<file path="config.mk">
export PLATFORM = sky130hd
export DESIGN_NAME = dual_slope_pwm_timer
export DESIGN_NICKNAME = d
export VERILOG_FILES = /design/src/pkg/pwm_pkg.sv /design/src/design/prescaler.sv /design/src/design/edge_sync.sv /design/src/design/dual_slope_pwm_timer.sv
export VERILOG_INCLUDE_DIRS = /design/src /design/src/pkg
export SDC_FILE = /design/constraint.sdc
export NUM_CORES = 1
export LEC_CHECK = 0
export ABC_AREA = 1
export BUFFER_PORTS_ARGS = -buffer_cell sky130_fd_sc_hd__buf_2
export CAP_MARGIN = 20
export CORE_MARGIN = 2
export CORE_UTILIZATION = 35
export DETAILED_ROUTE_END_ITERATION = 16
export SYNTH_ARGS = -nofsm -noshare
export SYNTH_HDL_FRONTEND = slang
export SYNTH_HIERARCHICAL = 1
export SYNTH_SLANG_ARGS = --single-unit
</file>
<file path="constraint.sdc">
create_clock -name ref_clk -period 3.8 [get_ports ref_clk]
set_input_delay 0.57 -clock ref_clk [delete_from_list [all_inputs] [get_ports ref_clk]]
set_output_delay 0.57 -clock ref_clk [all_outputs]
set_load 0.01 [all_outputs]
</file>
<file path="src/pkg/pwm_map.svh">
// Purpose: offsets, fields, reset values and codes of the dual-slope pwm timer
// Assumes: 32-bit avalon data, byte addresses, 16-bit registers in the low half
// Notes:   definitions only
`ifndef PWM_MAP_SVH
`define PWM_MAP_SVH

`define OFS_CTRL      5'h00
`define OFS_COUNT     5'h04
`define OFS_CMP_A     5'h08
`define OFS_CMP_B     5'h0C
`define OFS_CAPTURE   5'h10
`define OFS_FLAGS     5'h14
`define OFS_PINS      5'h18
`define OFS_STATUS    5'h1C

`define CTRL_CS_LSB   0
`define CTRL_TOP_LSB  3
`define CTRL_MA_LSB   6
`define CTRL_MB_LSB   8
`define CTRL_RESET    10'h000

`define CS_STOP       3'h0
`define CS_DIV1       3'h1
`define CS_DIV8       3'h2
`define CS_DIV64      3'h3
`define CS_DIV256     3'h4
`define CS_DIV1024    3'h5
`define CS_EXT_FALL   3'h6
`define CS_EXT_RISE   3'h7

`define TOP_FIX8      3'h0
`define TOP_FIX9      3'h1
`define TOP_FIX10     3'h2
`define TOP_CAPTURE   3'h3
`define TOP_CMP_A     3'h4
`define TOP_VAL8      16'h00FF
`define TOP_VAL9      16'h01FF
`define TOP_VAL10     16'h03FF

`define FLAG_OVF      0
`define FLAG_CMP_A    1
`define FLAG_CMP_B    2
`define FLAG_CAPT     3

`define MASK_DIV8     10'h007
`define MASK_DIV64    10'h03F
`define MASK_DIV256   10'h0FF
`define MASK_DIV1024  10'h3FF

`endif

</file>
<file path="src/pkg/pwm_pkg.sv">
// Purpose: shared types of the dual-slope pwm timer
// Assumes: codes of the mode enum equal the two-bit output-mode field
// Notes:   numeric constants live in pwm_map.svh
package pwm_pkg;
    typedef logic [15:0] count_t;
    typedef logic [2:0]  clk_sel_t;
    typedef enum logic [1:0] {
        OUT_PORT,
        OUT_RSVD,
        OUT_CLR_UP,
        OUT_SET_UP
    } out_mode_t;
endpackage : pwm_pkg

</file>
<file path="src/design/prescaler.sv">
// Purpose: divides ref_clk into the internal timer tick
// Assumes: free-running divider shared by all prescale settings
// Notes:   tick is a one-cycle pulse, held high every cycle at divide-by-1, zero when stopped or on external clock
`timescale 1ns/100ps
`include "pwm_map.svh"
module prescaler (
    input  wire logic        ref_clk,
    input  wire logic        resetn,
    input  wire pwm_pkg::clk_sel_t sel,
    output logic             tick
);
    import pwm_pkg::*;
    logic [9:0] div_q;
    wire  [9:0] mask_w = (sel == `CS_DIV8)    ? `MASK_DIV8 :
                         (sel == `CS_DIV64)   ? `MASK_DIV64 :
                         (sel == `CS_DIV256)  ? `MASK_DIV256 :
                         (sel == `CS_DIV1024) ? `MASK_DIV1024 : 10'h000;

    always_ff @(posedge ref_clk or negedge resetn) begin
        if (!resetn) div_q <= 10'h000;
        else         div_q <= div_q + 10'h001;
    end

    // free running, so a new setting may give one short first period
    assign tick = (sel == `CS_DIV1) || ((mask_w != 10'h000) && ((div_q & mask_w) == mask_w));
endmodule : prescaler

</file>
<file path="src/design/edge_sync.sv">
// Purpose: synchronises the external count pin and detects the chosen edge
// Assumes: pin half periods longer than one ref_clk period
// Notes:   tick pulses 1 to 2 cycles after the pin edge, counter one edge later
`timescale 1ns/100ps
module edge_sync (
    input  wire logic ref_clk,
    input  wire logic resetn,
    input  wire logic pin,
    input  wire logic enable,
    input  wire logic rising,
    output logic      tick
);
    logic s1_q;
    logic s2_q;
    logic s3_q;

    always_ff @(posedge ref_clk or negedge resetn) begin
        if (!resetn) begin
            s1_q <= 1'b0;
            s2_q <= 1'b0;
            s3_q <= 1'b0;
        end else begin
            s1_q <= pin;
            s2_q <= s1_q;
            s3_q <= s2_q;
        end
    end

    // only s2/s3 are looked at; s1 may be metastable
    assign tick = enable && (rising ? (s2_q && !s3_q) : (!s2_q && s3_q));
endmodule : edge_sync

</file>
<file path="src/design/dual_slope_pwm_timer.sv">
// Purpose: 16-bit dual-slope pwm timer with avalon-mm register access
// Assumes: one clock, inputs synchronous except external_count_pin
// Notes:   two compare channels a and b on compare_output_n[1:0]
// Contract
// count up to top, down to zero, repeat
// overflow flag set on arriving at zero
// top-source flag set when compares reload
// compare buffers load only at top
// falling slope uses old top, rising new
// fixed top masks compare bits on write
// compare above top never matches
// software keeps new top at or above compares
// software prefers other mode for changing top
// mode 2 gives non-inverted pwm
// mode 3 gives inverted pwm
// up match sets one level, down opposite
// pin driven only when direction is output
// frequency is clock over two, n, top
// external pin synchronised and edge detected
// software toggles external clock on stable pin
// external half period above one cycle
// external clock below clock over 2.5
// external clock bypasses the prescaler
// mode 0 leaves pin to port control
//
// Design decisions made here: register access over Avalon-MM and the address map.
`timescale 1ns/100ps
`include "pwm_map.svh"
module dual_slope_pwm_timer (
    input  wire logic        ref_clk,
    input  wire logic        resetn,
    input  wire logic [4:0]  avs_address,
    input  wire logic        avs_read,
    input  wire logic        avs_write,
    input  wire logic [31:0] avs_writedata,
    input  wire logic [3:0]  avs_byteenable,
    output logic [31:0]      avs_readdata,
    output logic             avs_waitrequest,
    input  wire logic        external_count_pin,
    output logic [1:0]       compare_output_n,
    output logic [1:0]       compare_pin_oe
);
    import pwm_pkg::*;

    function automatic count_t merge16(input count_t old, input logic [31:0] wd, input logic [3:0] be);
        merge16 = {be[1] ? wd[15:8] : old[15:8], be[0] ? wd[7:0] : old[7:0]};
    endfunction : merge16

    function automatic count_t top_of(input logic [2:0] sel, input count_t cap, input count_t cmp_a);
        case (sel)
            `TOP_FIX8:    top_of = `TOP_VAL8;
            `TOP_FIX9:    top_of = `TOP_VAL9;
            `TOP_FIX10:   top_of = `TOP_VAL10;
            `TOP_CAPTURE: top_of = cap;
            `TOP_CMP_A:   top_of = cmp_a;
            default:      top_of = `TOP_VAL8;
        endcase
    endfunction : top_of

    logic [9:0]  ctrl_q;
    count_t      count_value_q;
    logic        down_q;
    count_t      buf_q [2];
    count_t      compare_reg_n [2];
    count_t      capture_reg_q;
    logic [3:0]  flags_q;
    logic [3:0]  pins_q;
    logic [1:0]  oc_q;
    logic [31:0] rdata_q;
    logic        wait_q;
    logic [1:0]  pin_out_q;
    logic [1:0]  pin_oe_q;

    // bus: first cycle registers read data, second cycle commits the write
    wire       take_w   = (avs_read || avs_write) && wait_q;
    wire       commit_w = avs_write && !wait_q;
    wire       wr_ctrl  = commit_w && (avs_address == `OFS_CTRL);
    wire       wr_count = commit_w && (avs_address == `OFS_COUNT);
    wire       wr_cmp_a = commit_w && (avs_address == `OFS_CMP_A);
    wire       wr_cmp_b = commit_w && (avs_address == `OFS_CMP_B);
    wire       wr_capt  = commit_w && (avs_address == `OFS_CAPTURE);
    wire       wr_flags = commit_w && (avs_address == `OFS_FLAGS) && avs_byteenable[0];
    wire       wr_pins  = commit_w && (avs_address == `OFS_PINS);

    wire [2:0] cs_w      = ctrl_q[`CTRL_CS_LSB +: 3];
    wire [2:0] top_sel_w = ctrl_q[`CTRL_TOP_LSB +: 3];
    wire [1:0] mode_w [2];
    assign mode_w[0] = ctrl_q[`CTRL_MA_LSB +: 2];
    assign mode_w[1] = ctrl_q[`CTRL_MB_LSB +: 2];

    // clock source: prescaled or external, never both
    wire ext_sel_w = (cs_w == `CS_EXT_FALL) || (cs_w == `CS_EXT_RISE);
    wire pre_tick;
    wire ext_tick;
    wire tick_w = ext_sel_w ? ext_tick : pre_tick;

    prescaler u_prescaler (
        .ref_clk (ref_clk),
        .resetn  (resetn),
        .sel     (cs_w),
        .tick    (pre_tick)
    );

    edge_sync u_edge_sync (
        .ref_clk (ref_clk),
        .resetn  (resetn),
        .pin     (external_count_pin),
        .enable  (ext_sel_w),
        .rising  (cs_w == `CS_EXT_RISE),
        .tick    (ext_tick)
    );

    // counter; a software write to the count wins over counting
    wire count_t top_w   = top_of(top_sel_w, capture_reg_q, compare_reg_n[0]);
    wire         fixed_w = (top_sel_w == `TOP_FIX8) || (top_sel_w == `TOP_FIX9) || (top_sel_w == `TOP_FIX10);
    wire count_t cmask_w = fixed_w ? top_w : 16'hFFFF;
    wire         run_w   = tick_w && !wr_count;
    wire         at_bot  = (count_value_q == 16'h0000);
    wire         turn_dn = run_w && !down_q && (count_value_q >= top_w);
    wire         turn_up = run_w && down_q && at_bot;
    wire         arrive0 = run_w && down_q && (count_value_q == 16'h0001);
    wire count_t cnt_inc = count_value_q + 16'h0001;
    wire count_t cnt_dec = at_bot ? 16'h0000 : count_value_q - 16'h0001;
    wire count_t count_d = wr_count ? merge16(count_value_q, avs_writedata, avs_byteenable) :
                           !run_w   ? count_value_q :
                           turn_dn  ? cnt_dec :
                           turn_up  ? cnt_inc :
                           down_q   ? cnt_dec : cnt_inc;
    wire         down_d  = turn_dn ? 1'b1 : (turn_up ? 1'b0 : down_q);

    // compare match, suppressed when compare lies above top
    wire [1:0] match_w;
    wire [1:0] oc_d;
    wire [1:0] pin_out_d;
    genvar gi;
    generate
        for (gi = 0; gi < 2; gi++) begin : g_ch
            assign match_w[gi]   = run_w && (count_value_q == compare_reg_n[gi])
                                   && (compare_reg_n[gi] <= top_w);
            // mode 2: clear on up match, set on down; mode 3 the reverse
            assign oc_d[gi]      = (match_w[gi] && mode_w[gi][1])
                                   ? (down_q ? (mode_w[gi] == OUT_CLR_UP) : (mode_w[gi] == OUT_SET_UP))
                                   : oc_q[gi];
            // reserved mode 1 is treated like mode 0 here
            assign pin_out_d[gi] = mode_w[gi][1] ? oc_q[gi] : pins_q[2 + gi];
        end
    endgenerate

    wire [3:0] flag_set = {turn_dn && (top_sel_w == `TOP_CAPTURE),
                           match_w[1],
                           match_w[0] || (turn_dn && (top_sel_w == `TOP_CMP_A)),
                           arrive0};
    wire [3:0] flag_clr = wr_flags ? avs_writedata[3:0] : 4'h0;

    wire count_t cmp_wd  = merge16(avs_address == `OFS_CMP_A ? buf_q[0] : buf_q[1], avs_writedata, avs_byteenable);
    wire count_t ctrl_wd = merge16({6'h00, ctrl_q}, avs_writedata, avs_byteenable);

    wire [31:0] rd_w = (avs_address == `OFS_CTRL)    ? {22'h000000, ctrl_q} :
                       (avs_address == `OFS_COUNT)   ? {16'h0000, count_value_q} :
                       (avs_address == `OFS_CMP_A)   ? {16'h0000, buf_q[0]} :
                       (avs_address == `OFS_CMP_B)   ? {16'h0000, buf_q[1]} :
                       (avs_address == `OFS_CAPTURE) ? {16'h0000, capture_reg_q} :
                       (avs_address == `OFS_FLAGS)   ? {28'h0000000, flags_q} :
                       (avs_address == `OFS_PINS)    ? {28'h0000000, pins_q} :
                       (avs_address == `OFS_STATUS)  ? {29'h00000000, oc_q, down_q} : 32'h00000000;

    always_ff @(posedge ref_clk or negedge resetn) begin
        if (!resetn) begin
            wait_q  <= 1'b1;
            rdata_q <= 32'h00000000;
        end else begin
            wait_q  <= !take_w;
            if (take_w) rdata_q <= rd_w;
        end
    end

    always_ff @(posedge ref_clk or negedge resetn) begin
        if (!resetn) begin
            ctrl_q        <= `CTRL_RESET;
            capture_reg_q <= 16'h0000;
            pins_q        <= 4'h0;
            flags_q       <= 4'h0;
        end else begin
            if (wr_ctrl) ctrl_q <= ctrl_wd[9:0];
            if (wr_capt) capture_reg_q <= merge16(capture_reg_q, avs_writedata, avs_byteenable);
            if (wr_pins && avs_byteenable[0]) pins_q <= avs_writedata[3:0];
            // a flag event in the clearing cycle survives
            flags_q <= (flags_q & ~flag_clr) | flag_set;
        end
    end

    always_ff @(posedge ref_clk or negedge resetn) begin
        if (!resetn) begin
            count_value_q <= 16'h0000;
            down_q        <= 1'b0;
            oc_q          <= 2'b00;
        end else begin
            count_value_q <= count_d;
            down_q        <= down_d;
            oc_q          <= oc_d;
        end
    end

    // buffered compares; any compare write re-masks both under a fixed top
    always_ff @(posedge ref_clk or negedge resetn) begin
        if (!resetn) begin
            buf_q[0]         <= 16'h0000;
            buf_q[1]         <= 16'h0000;
            compare_reg_n[0] <= 16'h0000;
            compare_reg_n[1] <= 16'h0000;
        end else begin
            if (wr_cmp_a || wr_cmp_b) begin
                buf_q[0] <= (wr_cmp_a ? cmp_wd : buf_q[0]) & cmask_w;
                buf_q[1] <= (wr_cmp_b ? cmp_wd : buf_q[1]) & cmask_w;
            end
            // reload only at top: old top ends the period, new top starts it
            if (turn_dn) begin
                compare_reg_n[0] <= buf_q[0];
                compare_reg_n[1] <= buf_q[1];
            end
        end
    end

    always_ff @(posedge ref_clk or negedge resetn) begin
        if (!resetn) begin
            pin_out_q <= 2'b00;
            pin_oe_q  <= 2'b00;
        end else begin
            pin_out_q <= pin_out_d;
            pin_oe_q  <= pins_q[1:0];
        end
    end

    assign avs_readdata     = rdata_q;
    assign avs_waitrequest  = wait_q;
    assign compare_output_n = pin_out_q;
    assign compare_pin_oe   = pin_oe_q;
endmodule : dual_slope_pwm_timer

</file>
==> run_results.csv, run 1 <==
group,metric,value,unit
status,status,"complete, no violations",
synthesis,ys_seq_area_share,37.56,%
cts,cts_hold_buffers,0,
timing,period_share,91.84,%
synthesis,synth-main-ff-cell,"dfrtp_1",
synthesis,netlist_area,10060,sq um
worst_setup_path,r2r_slack,0.31,ns
synthesis,synth_top_area_share,37.30,%
synthesis,async_flop_share,100.0,%
timing,setup_viol,0,
timing,fmax,286.5,MHz
placed_design,dp_hpwl,22330,microns
global_routing,track_usage,20.71,%
timing,skew,0.008313,ns
drt,dr_wl_met3,1911,microns
cts,clk_pin_slew_worst_paths,0.06,ns
final_layout,final_core_util,39.34,%
worst_setup_path,worst_path_largest_cell_delay,0.46,ns
worst_setup_path,reg2reg_from,"ctrl_q[3]$_DFFE_PN0P_",
worst_setup_path,worstRegToRegCells,16,
final_layout,stdcell_count,1822,
drt,wl_met1,13910,microns
synthesis,yosysMostFrequentCell,"nand2_1",
drt,drtIter0Drc,729,
worst_setup_path,worstPathCellList,"inv_1 > nor3_1 > buf_4 > inv_1 > nand2_1 > inv_1 > a211oi_1 > ha_1 > a21o_1 > nor2_1 > nand2_1 > nand2_1 > nand3_2 > nand2_4 > buf_4 > o21ai_0",
floorplan,coreArea,28470,sq um
power_and_ir_drop,power_frac_clock,22.9,%
power_and_ir_drop,internal-power,3943,uW
floorplan,start_util,35.35,%
placed_design,post_dp_cell_area,10660,sq um
flow_run,maxCapViolCount,0,
cts,cts_tree,"yes",
timing,final_max_slew_viol_count,0,
synthesis,ys_ff_latch,151,
cts,cts_buffers,17,
cts,clockRootBuffer,"clkbuf_16",
final_layout,fillers,2966,
final_layout,drive_above_1_share,10.15,%
final_layout,nets,1524,
synthesis,synth_area_leaders,"dfrtp_1, nand2_1, o21ai_0, ha_1, inv_1",
worst_setup_path,worstSetupPathType,"reg2reg",
synthesis,ys_types,48,
drt,detail_route.first_pass.iterations,6,
floorplan,io_pins,83,
floorplan,die_area,30120,sq um
final_layout,diodes,0,
global_routing,grt_pass1_vias,8943,
power_and_ir_drop,peakVddDrop,0.3981,mV
timing,tns,0,ns
hold_path,hp-class,"in2async",
cts,clk_path_buf_depth,2,
worst_setup_path,cp-end-kind,"flip-flop",
floorplan,core.rowCount,62,
final_layout,postLayoutCellArea,11200,sq um
drt,wl_per_cell,16.72,microns
worst_setup_path,crit_end,"compare_reg_n[29]$_DFFE_PN0P_",
timing,max_slew_margin,54.22,%
timing,worstMarginPinSlew,0.6695,ns
drt,num_vias,9309,
cts,cts_resized,0,
cts,cts_setup_buffers,0,
power_and_ir_drop,power_frac_seq,34.5,%
drt,viasPerCell,5.109,
synthesis,syn_area_per_cell,7.261,sq um
power_and_ir_drop,p_per_area,623.6,nW/um^2
worst_setup_path,cp.required,4.11,ns
timing,hold_viol_final,0,
power_and_ir_drop,finalPower,6984,uW
floorplan,dieWidth,173.6,microns
placed_design,portBuffers,48,
power_and_ir_drop,p_leak,0.005564,uW
floorplan,die_y,173.6,microns
global_routing,grt_pass1_wl,48670,microns
global_routing,grt-ovfl-total,0,
synthesis,synth-edff-count,0,
synthesis,synth_warnings,6,
worst_setup_path,arrival,3.80,ns
placed_design,gp_congestion,0.9013,
drt,route.detailed.drc,0,
final_layout,area_delta_synth_final,11.29,%
power_and_ir_drop,netSwitchingPower,3041,uW
cts,clock_latency,0.44,ns
worst_setup_path,start_kind,"flip-flop",
cts,clock_sinks,151,
power_and_ir_drop,p_comb_share,42.6,%
drt,highest_layer,"met5",
global_routing,antenna_found_initial,1,
synthesis,yosys.area.top_type,"dfrtp_1",
power_and_ir_drop,swShare,43.54,%
worst_setup_path,cp_slowest_cell,"nand2_4",
cts,cts_max_level,4,
worst_setup_path,cp-startpoint,"ctrl_q[3]$_DFFE_PN0P_",
timing,period_needed,3.490,ns
synthesis,ys_top_cells_by_count,"nand2_1, o21ai_0, dfrtp_1",
global_routing,grt_max_degree,65,
drt,ant_nets,0,
synthesis,syn-instance-count,1386,
drt,wl_met2,14150,microns
timing,rsz0062_at_grt,"no",
worst_setup_path,r2r_end,"compare_reg_n[29]$_DFFE_PN0P_",
drt,wl,30460,microns
worst_setup_path,path_max_fanout,48,
placed_design,dp.cells,1790,
## per-stage QoR
step / hold slack (ns) / setup slack [ns]
3_3_place_gp: 0.3467 / 0.3630
4_1_cts: 0.1284 / 0.3509
3_5_place_dp: 0.3380 / 0.3706
2_1_floorplan: 0.2744 / 1.038
5_1_grt: 0.1548 / 0.03815
6_report: 0.1178 / 0.3101
## layout by cell type (no fill, tap or decap), drive strengths merged
master,n
a211oi,5
inv,157
o21ai,158
conb,16
clkbuf,19
and2,1
xnor2,24
xor2,22
a22oi,2
nand3b,4
a211o,1
nor3,15
clkinvlp,2
a21boi,2
a21oi,55
buf,74
and3,1
ha,53
o211ai,17
nand2,372
dfstp,1
o22ai,18
a31oi,2
a221oi,1
nand4,17
o21a,1
o21bai,1
clkinv,10
nor2,132
or2,3
bufinv,1
o221ai,1
nor4,1
nand3,94
a21o,1
a2111oi,4
dfrtp,150
## kinds of logic (layout without fill, tap and decap cells)
kind of cell	count (synthesis)	count (layout)	share of synthesized area, %
adders and majority gates	53	53	6.590
AOI/OAI and AO/OA	269	269	14.68
buffers and inverters	226	263	9.772
other	1	16	0.03726
DFF	151	151	37.56
and+or+nand+nor	640	640	27.35
xor gates and xnor gates	46	46	4.003
## layout make-up
cell class                 count  area [sq um]  share of cell area (%)
sequential                   151          3780                   33.75
tap                          384         480.5                   4.290
inverter                     157         589.3                   5.262
clock inverter                13         106.4                  0.9496
clock buffer                  19         432.9                   3.865
multi-input combinational   1024          5356                   47.83
timing repair buffer          74         454.2                   4.055
## sequential cells by signal, indices dropped and copies added, names as in the netlist, 4 cells and up
| signal | cells |
|---|---|
| buf_q | 32 |
| ctrl_q | 10 |
| avs_readdata | 16 |
| capture_reg_q | 16 |
| flags_q | 4 |
| pins_q | 4 |
| u_prescaler/div_q | 10 |
| count_value_q | 16 |
| compare_reg_n | 32 |
## how the worst min path moves through the flow
stage / end / startpoint / slack, ns
3_3_place_gp: u_edge_sync/s2_q$_DFF_PN0_ / u_edge_sync/s1_q$_DFF_PN0_ / 0.35
2_1_floorplan: avs_readdata[0]$_DFFE_PN0P_ / resetn / 0.27
3_5_place_dp: u_edge_sync/s2_q$_DFF_PN0_ / u_edge_sync/s1_q$_DFF_PN0_ / 0.34
5_1_grt: u_prescaler/div_q[6]$_DFF_PN0_ / resetn / 0.15
6_report: u_prescaler/div_q[4]$_DFF_PN0_ / resetn / 0.12
4_1_cts: u_prescaler/div_q[4]$_DFF_PN0_ / resetn / 0.13
## routing by layer
metal	track usage, %	vias up
li1	-	4568
met4	6.427	2
met1	28.45	4406
met3	3.070	39
met5	0	-
met2	33.72	294
## critical path, delay by kind of cell, from the launching register on
family	cells	cell delay [ns]
simple gates	7	1.12
buf+inv	5	0.73
compound gates	3	0.70
flops	1	0.45
fa+ha+maj	1	0.34
## power groups by stage
stage	combinational (uW)	sequential, uW	clock (uW)
global route	3400	2450	1680
global placement	2870	2420	0
finish	2970	2410	1600
floorplan	2280	2230	0
CTS	2960	2400	1630
detailed placement	2940	2420	0
(Power assumes the default switching activity.)
==> run 2: changes to the inputs <==
- CORE_ASPECT_RATIO: not set -> 1.75
==> run 2 against run 1 <==
Against the previous run: clock skew up 0.00071 ns; first-iteration DRC count down 2.2%; wire length up 1.6%; cell count down 0.88%; die area up 0.18%; total power up 1.6%; critical endpoint is now compare_reg_n[10]$_DFFE_PN0P_; highest routed layer is now met4; largest cell class unchanged; cell area down 0.38%; core utilization down 0.22 points; sequential power up 3%; register-to-register slack better by 0.09 ns.
==> run_results.csv, run 2 (synthesized netlist as in run 1, its figures left out) <==
group,metric,value,unit
status,status,"complete, no violations",
worst_setup_path,path_max_fanout,31,
final_layout,reg_top3,"buf_q x32, compare_reg_n x32",
placed_design,portBuffers,48,
timing,hold_viol_final,0,
cts,cts_hold_buffers,0,
drt,ant_nets,0,
timing,final_max_slew_viol_count,0,
worst_setup_path,start_kind,"flip-flop",
cts,cts_tree,"yes",
floorplan,coreArea,28520,sq um
cts,clock_sinks,151,
drt,num_vias,9381,
timing,worstMarginPinSlew,0.7609,ns
drt,drtIter0Drc,713,
placed_design,dp_hpwl,23650,microns
final_layout,nets,1515,
worst_setup_path,worstRegToRegCells,19,
worst_setup_path,cp_num_buf_inv,4,
worst_setup_path,arrival,3.71,ns
worst_setup_path,worst_path_largest_cell_delay,0.46,ns
power_and_ir_drop,peakVddDrop,0.3350,mV
worst_setup_path,reg2reg_from,"ctrl_q[3]$_DFFE_PN0P_",
floorplan,die_area,30180,sq um
worst_setup_path,cp_slowest_cell,"dfrtp_1",
timing,period_share,89.40,%
worst_setup_path,worstPathCellList,"nor2_1 > inv_1 > nor2_1 > inv_1 > nand2_1 > o21ai_0 > a21oi_1 > ha_1 > nand2_1 > inv_1 > nand2_1 > nand2_1 > nand2_1 > nand2_1 > nand2_1 > nand3_2 > nand2_4 > buf_4 > o21ai_0",
final_layout,fillers,3068,
timing,rsz0062_at_grt,"no",
timing,setup_viol,0,
floorplan,core.rowCount,82,
power_and_ir_drop,p_per_area,636.1,nW/um^2
final_layout,layout_commonest_cell,"nand2_1",
cts,cts_buffers,17,
timing,tns,0,ns
global_routing,grt_pass1_vias,9170,
worst_setup_path,r2r_end,"compare_reg_n[10]$_DFFE_PN0P_",
worst_setup_path,cp-startpoint,"ctrl_q[3]$_DFFE_PN0P_",
worst_setup_path,crit_end,"compare_reg_n[10]$_DFFE_PN0P_",
final_layout,final_cell_mix,"nand2_1, o21ai_0, dfrtp_1",
worst_setup_path,cp.required,4.12,ns
worst_setup_path,cp_top_family,"simple AND/OR/NAND/NOR gates",
cts,cts_resized,0,
cts,clockRootBuffer,"clkbuf_16",
global_routing,grt_max_degree,86,
worst_setup_path,cp-end-kind,"flip-flop",
worst_setup_path,worstSetupPathType,"reg2reg",
final_layout,final_core_util,39.12,%
power_and_ir_drop,p_leak,0.005530,uW
floorplan,start_util,35.28,%
drt,viasPerCell,5.194,
timing,skew,0.009027,ns
timing,fmax,294.4,MHz
cts,cts_setup_buffers,0,
cts,clock_latency,0.45,ns
global_routing,grt-ovfl-total,0,
global_routing,antenna_found_initial,0,
drt,wl,30950,microns
cts,clk_pin_slew_worst_paths,0.07,ns
drt,wl_per_cell,17.14,microns
worst_setup_path,cp_common_cell,"nand2_1",
timing,max_slew_margin,47.96,%
flow_run,maxCapViolCount,0,
floorplan,io_pins,83,
worst_setup_path,crit_cells,19,
floorplan,dieWidth,132.2,microns
drt,detail_route.first_pass.iterations,5,
placed_design,gp_congestion,0.9238,
cts,clk_path_buf_depth,2,
floorplan,die_y,228.3,microns
final_layout,diodes,0,
drt,route.detailed.drc,0,
hold_path,hp-class,"in2async",
global_routing,grt_pass1_wl,49560,microns
final_layout,drive_above_1_share,9.594,%
final_layout,area_delta_synth_final,10.87,%
cts,cts_max_level,4,
global_routing,track_usage,21.21,%
timing,period_needed,3.397,ns
worst_setup_path,r2r_slack,0.40,ns
-- run 2: changes by cell type in the layout (fill, tap and decap cells not counted) --
cell and delta:
clkbuf_8 +1, clkbuf_1 -1, bufinv_16 +1, clkinvlp_4 +1
buf_4 -9, clkinv_2 -3
-- run 2: where the power goes --
part,internal (uW),leakage (uW),total [uW],switching (uW)
clock,977,0.000275,1680,703
combinational,1070,0.00329,2940,1870
sequential,1960,0.00196,2480,524
total,4000,0.00553,7100,3100
-- run 2: layer usage --
metal | wire length (microns) | up-vias | global-route usage, % | share of wire, %
li1 | - | 4551 | - | -
met1 | 11950 | 4431 | 24.08 | 39
met2 | 15830 | 309 | 37.21 | 51
met3 | 1480 | 90 | 3.460 | 4.8
met4 | 1690 | 0 | 12.57 | 5.5
met5 | 0 | - | 0 | 0
-- run 2: how the worst min path moves through the flow --
stage,startpoint,end,slack (ns),cells past startpoint
2_1_floorplan,resetn,avs_readdata[0]$_DFFE_PN0P_,0.27,0
3_3_place_gp,u_edge_sync/s1_q$_DFF_PN0_,u_edge_sync/s2_q$_DFF_PN0_,0.33,0
3_5_place_dp,u_edge_sync/s1_q$_DFF_PN0_,u_edge_sync/s2_q$_DFF_PN0_,0.35,0
4_1_cts,resetn,compare_pin_oe[0]$_DFF_PN0_,0.14,1
5_1_grt,resetn,buf_q[0]$_DFFE_PN0P_,0.19,1
6_report,resetn,compare_pin_oe[0]$_DFF_PN0_,0.13,1
-- run 2: layout make-up --
type,instances,area [sq um],share of cell area (%)
inverter,157,589.3,5.282
timing repair buffer,65,386.6,3.465
clock buffer,19,442.9,3.970
multi-input combinational,1024,5356,48.01
clock inverter,12,128.9,1.155
tap,378,473.0,4.239
sequential,151,3780,33.88
-- run 2: per-stage QoR --
step | total power (uW) | hold slack, ns | setup WS [ns] | instances | cell area, sq um
after global placement | 5342 | 0.3342 | 0.4766 | 1775 | 10590
after detailed placement | 5406 | 0.3516 | 0.4433 | 1775 | 10590
after CTS | 7102 | 0.1425 | 0.4097 | 1806 | 11160
after global routing | 7665 | 0.1854 | 0.07200 | 1806 | 11160
final | 7097 | 0.1306 | 0.4028 | 1806 | 11160
after floorplan | 4517 | 0.2744 | 1.038 | 1401 | 10120
